$ cat src/common/dat_defines.vh
`ifndef DAT_DEFINES_VH
`define DAT_DEFINES_VH
// ----------------------------------------
// Register map (byte offsets)
// ----------------------------------------
`define DAT_OFS_CONTROL_ONE 8'h20
`define DAT_OFS_STATUS 8'h21
`define DAT_OFS_TRACE_CTRL 8'h22
`define DAT_OFS_VIEW_REG 8'h27
`define DAT_OFS_WIN_LO 8'h28
`define DAT_OFS_WIN_HI 8'h2F
// ----------------------------------------
// Control register fields
// ----------------------------------------
`define DAT_BIT_SESSION_ACTIVE 7
`define DAT_BIT_FORCED_FIRE 6
`define DAT_BIT_RESERVED5 5
`define DAT_BIT_BACKGROUND_HALT 4
`define DAT_BIT_FINAL_BRK 3
`define DAT_LOCK_MASK 8'h3C
`define DAT_VIEW_HI 1
`define DAT_VIEW_LO 0
`define DAT_CONTROL_RESET 8'h00
// ----------------------------------------
// Status and trace control fields
// ----------------------------------------
`define DAT_BIT_BUFFER_FULL 7
`define DAT_BIT_TRACE_SOURCE 6
`define DAT_TRACE_CTRL_MASK 8'h7F
`define DAT_TRACE_CTRL_RESET 8'h00
`define DAT_ALIGN_HI 1
`define DAT_ALIGN_LO 0
// ----------------------------------------
// Bank view codes, sequencer states and end alignment code
// ----------------------------------------
`define DAT_VIEW_A 2'h0
`define DAT_VIEW_B 2'h1
`define DAT_VIEW_C 2'h2
`define DAT_VIEW_D 2'h3
`define DAT_SSF_IDLE 3'h0
`define DAT_SSF_FIRST 3'h1
`define DAT_SSF_FINAL 3'h4
`define DAT_ALIGN_END 2'h0
`endif

$ cat src/hw/dat_sync.v
module dat_sync (
    // Clock and reset
    input wire mclk,
    input wire rst_n,
    // Asynchronous input and filtered level
    input wire din,
    output reg dout
);
    reg s1;
    reg s2;
    reg s3;

    // ----------------------------------------
    // Three stages; change taken once last two agree
    // ----------------------------------------
    always @(posedge mclk)
    begin
        if (!rst_n)
        begin
            s1 <= 1'b0;
            s2 <= 1'b0;
            s3 <= 1'b0;
            dout <= 1'b0;
        end
        else
        begin
            s1 <= din;
            s2 <= s1;
            s3 <= s2;
            if (s2 == s3)
                dout <= s3;
        end
    end
endmodule

$ cat src/hw/dat_bank_mux.v
`include "dat_defines.vh"
module dat_bank_mux (
    // Selection
    input wire [1:0] bank_view_select,
    input wire [2:0] win_index,
    // Comparator banks, eight bytes each
    input wire [63:0] comp_a_bank,
    input wire [63:0] comp_b_bank,
    input wire [63:0] comp_c_bank,
    input wire [63:0] comp_d_bank,
    // Shared view register sources
    input wire [7:0] sequencer_control_one,
    input wire [7:0] sequencer_control_two,
    input wire [7:0] sequencer_control_three,
    input wire [7:0] match_flag_register,
    // Selected bytes
    output reg [7:0] win_byte,
    output reg [7:0] view_byte
);
    reg [63:0] bank;

    always @*
    begin
        case (bank_view_select)
            `DAT_VIEW_A: bank = comp_a_bank;
            `DAT_VIEW_B: bank = comp_b_bank;
            `DAT_VIEW_C: bank = comp_c_bank;
            default: bank = comp_d_bank;
        endcase
        win_byte = bank[{win_index, 3'h0} +: 8];
        case (bank_view_select)
            `DAT_VIEW_A: view_byte = sequencer_control_one;
            `DAT_VIEW_B: view_byte = sequencer_control_two;
            `DAT_VIEW_C: view_byte = sequencer_control_three;
            default: view_byte = match_flag_register;
        endcase
    end
endmodule

$ cat src/hw/dat_control.v
`include "dat_defines.vh"
module dat_control (
    // Clock and reset
    input wire mclk,
    input wire rst_n,
    // Register port
    input wire [7:0] reg_addr,
    input wire [7:0] reg_wdata,
    input wire reg_wr,
    input wire reg_rd,
    output reg [7:0] reg_rdata,
    // Comparator banks and shared view sources
    input wire [63:0] comp_a_bank,
    input wire [63:0] comp_b_bank,
    input wire [63:0] comp_c_bank,
    input wire [63:0] comp_d_bank,
    input wire [7:0] sequencer_control_one,
    input wire [7:0] sequencer_control_two,
    input wire [7:0] sequencer_control_three,
    input wire [7:0] match_flag_register,
    // Sequencer and trace events, same clock
    input wire seq_final_reached,
    input wire [2:0] seq_state_next,
    input wire seq_state_load,
    input wire trace_started,
    input wire trace_complete,
    input wire buffer_full_set,
    // System status from pins
    input wire mcu_secure,
    input wire background_port_enable,
    input wire background_active,
    // Outputs to sequencer and trace logic
    output wire session_active,
    output wire [1:0] bank_view_select,
    output reg sequencer_arm_pulse,
    output reg forced_fire_pulse,
    output reg trace_enable,
    output reg [1:0] capture_alignment,
    // Breakpoint requests to the core
    output reg brk_halt_req,
    output reg brk_swi_req
);
    reg [7:0] control_one;
    reg [7:0] trace_ctrl;
    reg [2:0] sequencer_state_flags;
    reg capture_buffer_full;
    reg trace_running;
    reg next_active;
    reg [7:0] next_control;
    reg [7:0] next_rdata;
    wire secure_s;
    wire port_en_s;
    wire bg_active_s;
    wire [7:0] win_byte;
    wire [7:0] view_byte;
    wire wr_ctrl;
    wire arm_write;
    wire fire_write;
    wire fire_ok;
    wire brk_event;
    wire hw_disarm;
    wire tracing_on;
    wire arm_accept;

    // ----------------------------------------
    // Pin synchronisers
    // ----------------------------------------
    dat_sync u_sync_secure (
        .mclk(mclk),
        .rst_n(rst_n),
        .din(mcu_secure),
        .dout(secure_s)
    );
    dat_sync u_sync_port (
        .mclk(mclk),
        .rst_n(rst_n),
        .din(background_port_enable),
        .dout(port_en_s)
    );
    dat_sync u_sync_active (
        .mclk(mclk),
        .rst_n(rst_n),
        .din(background_active),
        .dout(bg_active_s)
    );

    // ----------------------------------------
    // Window and view selection
    // ----------------------------------------
    dat_bank_mux u_mux (
        .bank_view_select(bank_view_select),
        .win_index(reg_addr[2:0]),
        .comp_a_bank(comp_a_bank),
        .comp_b_bank(comp_b_bank),
        .comp_c_bank(comp_c_bank),
        .comp_d_bank(comp_d_bank),
        .sequencer_control_one(sequencer_control_one),
        .sequencer_control_two(sequencer_control_two),
        .sequencer_control_three(sequencer_control_three),
        .match_flag_register(match_flag_register),
        .win_byte(win_byte),
        .view_byte(view_byte)
    );

    // ----------------------------------------
    // Window address decode
    // ----------------------------------------
    function in_window;
        input [7:0] a;
        begin
            in_window = (a >= `DAT_OFS_WIN_LO) && (a <= `DAT_OFS_WIN_HI);
        end
    endfunction

    // ----------------------------------------
    // Control decode
    // ----------------------------------------
    assign session_active = control_one[`DAT_BIT_SESSION_ACTIVE];
    assign bank_view_select = control_one[`DAT_VIEW_HI:`DAT_VIEW_LO];
    assign wr_ctrl = reg_wr && (reg_addr == `DAT_OFS_CONTROL_ONE);
    assign arm_write = wr_ctrl && reg_wdata[`DAT_BIT_SESSION_ACTIVE];
    assign fire_write = wr_ctrl && reg_wdata[`DAT_BIT_FORCED_FIRE];

    // ----------------------------------------
    // Trace gating and forced fire acceptance
    // ----------------------------------------
    // Secure parts never trace
    assign tracing_on = trace_ctrl[`DAT_BIT_TRACE_SOURCE] && !secure_s;
    // Aligned-at-begin/mid traces already running ignore fire
    assign fire_ok = fire_write && session_active && !secure_s
        && !(trace_running && capture_alignment != `DAT_ALIGN_END);

    // ----------------------------------------
    // Breakpoint source and hardware disarm
    // ----------------------------------------
    // Breakpoint source: completed trace when tracing, else final state or forced fire
    assign brk_event = control_one[`DAT_BIT_FINAL_BRK] && session_active
        && (tracing_on ? trace_complete
        : (seq_final_reached || fire_ok));
    assign hw_disarm = session_active
        && ((tracing_on && trace_complete) || (!tracing_on && brk_event));
    // Arm only from disarmed; a same-cycle disarm wins
    assign arm_accept = arm_write && !session_active && !hw_disarm;

    // ----------------------------------------
    // Next control value
    // ----------------------------------------
    always @*
    begin
        next_control = control_one;
        next_active = session_active;
        if (wr_ctrl)
        begin
            next_active = reg_wdata[`DAT_BIT_SESSION_ACTIVE];
            next_control[`DAT_VIEW_HI:`DAT_VIEW_LO] = reg_wdata[`DAT_VIEW_HI:`DAT_VIEW_LO];
            // Lock judged on state before write, so disarming write keeps 5:2
            if (!session_active)
                next_control = (next_control & ~`DAT_LOCK_MASK) | (reg_wdata & `DAT_LOCK_MASK);
        end
        if (hw_disarm)
            next_active = 1'b0;
        next_control[`DAT_BIT_SESSION_ACTIVE] = next_active;
        next_control[`DAT_BIT_FORCED_FIRE] = 1'b0;
    end

    // ----------------------------------------
    // Control register
    // ----------------------------------------
    always @(posedge mclk)
    begin
        if (!rst_n)
            control_one <= `DAT_CONTROL_RESET;
        else
            control_one <= next_control;
    end

    // ----------------------------------------
    // Trace control and trace outputs
    // ----------------------------------------
    always @(posedge mclk)
    begin
        if (!rst_n)
        begin
            trace_ctrl <= `DAT_TRACE_CTRL_RESET;
            trace_enable <= 1'b0;
            capture_alignment <= `DAT_ALIGN_END;
        end
        else
        begin
            // Trace control writable only disarmed; secure blocks source
            if (reg_wr && reg_addr == `DAT_OFS_TRACE_CTRL && !session_active)
            begin
                trace_ctrl <= reg_wdata & `DAT_TRACE_CTRL_MASK;
                if (secure_s)
                    trace_ctrl[`DAT_BIT_TRACE_SOURCE] <= 1'b0;
            end
            trace_enable <= tracing_on;
            capture_alignment <= trace_ctrl[`DAT_ALIGN_HI:`DAT_ALIGN_LO];
        end
    end

    // ----------------------------------------
    // Running trace tracker
    // ----------------------------------------
    always @(posedge mclk)
    begin
        if (!rst_n)
            trace_running <= 1'b0;
        else if (arm_write && !hw_disarm)
            trace_running <= 1'b0;
        else if (trace_started && tracing_on)
            trace_running <= 1'b1;
        else if (trace_complete)
            trace_running <= 1'b0;
    end

    // ----------------------------------------
    // Sequencer arming and state flags
    // ----------------------------------------
    always @(posedge mclk)
    begin
        if (!rst_n)
        begin
            sequencer_arm_pulse <= 1'b0;
            sequencer_state_flags <= `DAT_SSF_IDLE;
        end
        else
        begin
            // Arming enters state one; a same-cycle disarm wins
            sequencer_arm_pulse <= arm_accept;
            if (arm_accept)
                sequencer_state_flags <= `DAT_SSF_FIRST;
            else if (hw_disarm)
                sequencer_state_flags <= `DAT_SSF_IDLE;
            else if (seq_state_load && session_active)
                sequencer_state_flags <= seq_state_next;
        end
    end

    // ----------------------------------------
    // Capture buffer full flag
    // ----------------------------------------
    // Hardware fill beats the arm-write clear, so no fill is lost
    always @(posedge mclk)
    begin
        if (!rst_n)
            capture_buffer_full <= 1'b0;
        else if (buffer_full_set)
            capture_buffer_full <= 1'b1;
        else if (arm_write)
            capture_buffer_full <= 1'b0;
    end

    // ----------------------------------------
    // Forced fire pulse
    // ----------------------------------------
    // Without tracing and with bit 3 set the fire becomes a breakpoint instead
    always @(posedge mclk)
    begin
        if (!rst_n)
            forced_fire_pulse <= 1'b0;
        else
            forced_fire_pulse <= fire_ok && (tracing_on || !control_one[`DAT_BIT_FINAL_BRK]);
    end

    // ----------------------------------------
    // Breakpoint routing to the core
    // ----------------------------------------
    // Bit 5 is stored but drives nothing
    always @(posedge mclk)
    begin
        if (!rst_n)
        begin
            brk_halt_req <= 1'b0;
            brk_swi_req <= 1'b0;
        end
        else if (control_one[`DAT_BIT_BACKGROUND_HALT])
        begin
            brk_halt_req <= brk_event && port_en_s;
            brk_swi_req <= brk_event && !port_en_s;
        end
        else
        begin
            brk_halt_req <= 1'b0;
            brk_swi_req <= brk_event && !bg_active_s;
        end
    end

    // ----------------------------------------
    // Read decode; unmapped addresses read zero
    // ----------------------------------------
    always @*
    begin
        next_rdata = 8'h00;
        if (reg_rd)
        begin
            if (reg_addr == `DAT_OFS_CONTROL_ONE)
                next_rdata = control_one;
            else if (reg_addr == `DAT_OFS_STATUS)
                next_rdata = {capture_buffer_full, 4'h0, sequencer_state_flags};
            else if (reg_addr == `DAT_OFS_TRACE_CTRL)
                next_rdata = trace_ctrl;
            else if (reg_addr == `DAT_OFS_VIEW_REG)
                next_rdata = view_byte;
            else if (in_window(reg_addr))
                next_rdata = win_byte;
        end
    end

    // ----------------------------------------
    // Read data register, held for one cycle only
    // ----------------------------------------
    always @(posedge mclk)
    begin
        if (!rst_n)
            reg_rdata <= 8'h00;
        else
            reg_rdata <= next_rdata;
    end
endmodule

$ cat config.mk
export PLATFORM = sky130hd
export DESIGN_NAME = dat_control
export DESIGN_NICKNAME = d
export VERILOG_FILES = /design/src/hw/dat_sync.v /design/src/hw/dat_bank_mux.v /design/src/hw/dat_control.v
export VERILOG_INCLUDE_DIRS = /design/src /design/src/common
export SDC_FILE = /design/constraint.sdc
export NUM_CORES = 1
export LEC_CHECK = 0
export BUFFER_PORTS_ARGS = -buffer_cell sky130_fd_sc_hd__buf_2
export CORE_MARGIN = 8
export CORE_UTILIZATION = 30
export DETAILED_ROUTE_END_ITERATION = 12
export GPL_TIMING_DRIVEN = 0
export PLACE_DENSITY_LB_ADDON = 0.05
export SLEW_MARGIN = 10
export SYNTH_ARGS = -nofsm -noshare
export SYNTH_HDL_FRONTEND = slang
export SYNTH_SLANG_ARGS = --single-unit
$ cat constraint.sdc
create_clock -name mclk -period 2.1 [get_ports mclk]
set_input_delay 0.21 -clock mclk [delete_from_list [all_inputs] [get_ports mclk]]
set_output_delay 0.21 -clock mclk [all_outputs]
set_load 0.005 [all_outputs]
==> metrics.txt <==
PnR worst setup slack=-0.00112 ns; Final Critical Period=2.10 ns; period utilization=1.00; slew at the pin with the worst max-slew slack=0.869 ns; Die W=139 um; failing checks=negative setup slack; CTS Sinks=46; XOR/XNOR share of the synthesized area=0; Iteration-0 DRC Markers=491; Final #Nets=1155; cell count after synthesis=486; Main synth FF type=dfxtp_1; CTS tree=yes; combinational family with the most area after synthesis=multiplexers; fraction of layout cells with a size suffix above 1=0.568; mean area per synthesized cell=9.32 sq um; first-pass GRT wire length=39.1 mm; Req. time, crit path=2.27 ns; Pins Over Slew Limit=0; max frequency=476 MHz; Peak VDD IR=0.300 mV; slew margin rel.=0.405; Reg clk slew, reported paths=0.07 ns; worst skew pair latency=0.29 ns; drt via density=5.66; Port-buffer cells=334; post-synth top area share=0.203; routed via count=5816; Max Cap Viol=0; Routed Antenna Nets=0; synth top area cells=dfxtp_1, mux4_2, mux2i_1; Slowest cell on crit path=a222oi_1; Post-synth EDFFs=0; P&R area growth vs syn=52.6%; Top cell by count, worst path=buf_8; Worst Clk Skew=0.00936 ns; dpl hpwl=22.4 mm; Cell Area, Synth=4530 sq um; RSZ-0062 raised after global routing=yes; worst-path fanout max=6; simple-gate portion of the synthesized area=0.159; Seq cells post-synth=46; CTS Buf Count=5; outcome=finished with violations; post-synthesis mux area share=0.342; DIE AREA=19300 sq um; final count of negative-setup-slack endpoints=1; WS Path Type=flip-flop to flip-flop; endpoint class of the critical path=flip-flop; part of the Yosys area used for sequential elements=0.203; total track usage=0.265; setup TNS=-0.00112 ns; Synth Area in Adders=0; routed wire length=26.9 mm; root buf cell=clkbuf_16; post-synthesis compound-gate area fraction=0.229; Arr. time, crit path=2.27 ns; Pre-Repair DR Iteration Count=6; I/O Pins=337; die height=139 um; Remaining Overflow, GRT=0; core area=15000 sq um; clk buf depth=2; Routed WL per cell=26.2 um; Slowest Stage Delay on Critical Path=0.41 ns; hold slack=0.130 ns; vias in the first global route=6412; cts hold-fix bufs=0; critical-path cell list=buf_8, buf_12, inv_6, buf_8, buf_4, o22ai_1, a222oi_1, nor3_1, o41ai_2; area leader, netlist=dfxtp_1; Pwr Density=374 nW/um^2; Yosys warning count=0; DRC violations left=0; H-tree depth=2; global placement routability congestion=0.880; Starting Density=0.302; asr flop ratio synth=0; leakage=0.00318 uW; HP Class=input port to flip-flop; antenna violations before repair=2; FP Rows=45; Netlist cell types=61; endpoints failing hold=0; largest net degree at the start of global routing=16; Startpoint Class=flip-flop; Mapped Nets=805
[placed cells by master (no fill, tap or decap), drive strengths merged, types with 3 or more instances in the layout]
| cell | instances |
|---|---|
| a222oi | 3 |
| mux4 | 42 |
| buf | 377 |
| mux2 | 18 |
| clkbuf | 18 |
| nor2 | 14 |
| a31oi | 7 |
| nand2 | 34 |
| a21boi | 5 |
| and2 | 16 |
| a211oi | 12 |
| a2111oi | 4 |
| nor3 | 13 |
| a21o | 4 |
| or2 | 3 |
| nand4 | 3 |
| and3 | 4 |
| o221ai | 4 |
| mux2i | 39 |
| o211ai | 7 |
| a22oi | 4 |
| dfxtp | 46 |
| inv | 10 |
| nand3 | 7 |
| or3 | 3 |
| a221oi | 5 |
| a21oi | 25 |
| o21ai | 29 |
| nand2b | 8 |
| nor2b | 22 |
| o22ai | 18 |
[kinds of logic (layout without fill, tap and decap cells)]
logic type,Yosys count,count (layout)
AND/OR/NAND/NOR,133,133
flip-flops,46,46
other,0,2
AO/OA/AOI/OAI,152,152
multiplexers,99,99
buffers and inverters,56,407
[Yosys cell counts (8+ instances only)]
cell	number
mux4_2	39
a21oi_1	25
mux2_2	18
nor2_1	14
a211oi_1	12
dfxtp_1	46
nand2b_1	8
mux2i_1	39
buf_2	16
nor3_1	12
buf_4	10
nand2_1	34
and2_1	16
clkbuf_1	15
o22ai_1	18
nor2b_1	22
o21ai_0	29
[metrics by stage]
| stage | instances | area [sq um] | setup slack (ns) | total power (uW) | utilization |
|---|---|---|---|---|---|
| floorplan | 486 | 4530 | 0.156 | 1220 | - |
| global placement | 1008 | 6440 | -0.488 | 1640 | 0.430 |
| detailed placement | 1008 | 6440 | -0.475 | 1650 | 0.430 |
| CTS | 1017 | 6700 | -0.00161 | 2590 | 0.447 |
| global route | 1027 | 6910 | -0.0726 | 2680 | 0.461 |
| finish | 1027 | 6910 | -0.00112 | 2580 | 0.461 |
[per-layer routing]
layer  GRT usage  share of wire  vias to the layer above
met5           0              0                        -
li1            -              -                     2619
met4      0.0526          0.016                        0
met1       0.310           0.38                     2808
met2       0.474           0.51                      359
met3      0.0750          0.095                       30
[repair_timing]
item / 4_1_cts / 5_1_grt
gates resized for setup: 33 / 39
setup buffers: 1 / 9
pin swaps: 5 / 7
endpoints found under the setup margin: 8 / 8
cloned: 1 / 0
[flip-flops by register name (all words and copies together), names as in the netlist, 2 cells and up]
signal and count:
control_one 7, sequencer_state_flags 3, trace_ctrl 7, reg_rdata 8
capture_alignment 2
[report_power, final]
group	internal (uW)	total [uW]	leakage, uW	switching (uW)
clock network	564	927	0.0000842	362
registers	880	884	0.000374	3.61
logic	419	772	0.00272	353
total	1860	2580	0.00318	719
[layout make-up]
cell class                      instances  area [sq um]
Clock inverter                          3          43.8
Sequential cell                        46           926
Inverter                                9          38.8
Buffer                                 45           367
Timing Repair Buffer                  345          1770
Tap cell                              188           235
Fill cell                            1578          8070
Clock buffer                            5           125
Antenna cell                            2          5.00
Multi-Input combinational cell        384          3400
[worst max-delay path: cells and delay by family, from the launching register on]
| family | cells | cell delay (ns) |
|---|---|---|
| flops | 1 | 0.36 |
| compound gates | 3 | 0.89 |
| simple gates | 1 | 0.12 |
| buf+inv | 5 | 0.60 |
[path summary, 6_finish.rpt]
| check | startpoint | end | slack, ns | cells after the start |
|---|---|---|---|---|
| hold reg to reg | u_sync_port.s1$_SDFF_PN0_ | u_sync_port.s2$_SDFF_PN0_ | 0.43 | 1 |
| setup / recovery | control_one[0]$_SDFFE_PN0N_ | reg_rdata[2]$_SDFF_PN0_ | -0.001 | 9 |
| hold / removal | background_port_enable | u_sync_port.s1$_SDFF_PN0_ | 0.13 | 2 |
| setup reg to reg | control_one[0]$_SDFFE_PN0N_ | reg_rdata[2]$_SDFF_PN0_ | -0.001 | 9 |
Note: power is estimated with default switching activity, not from simulation.
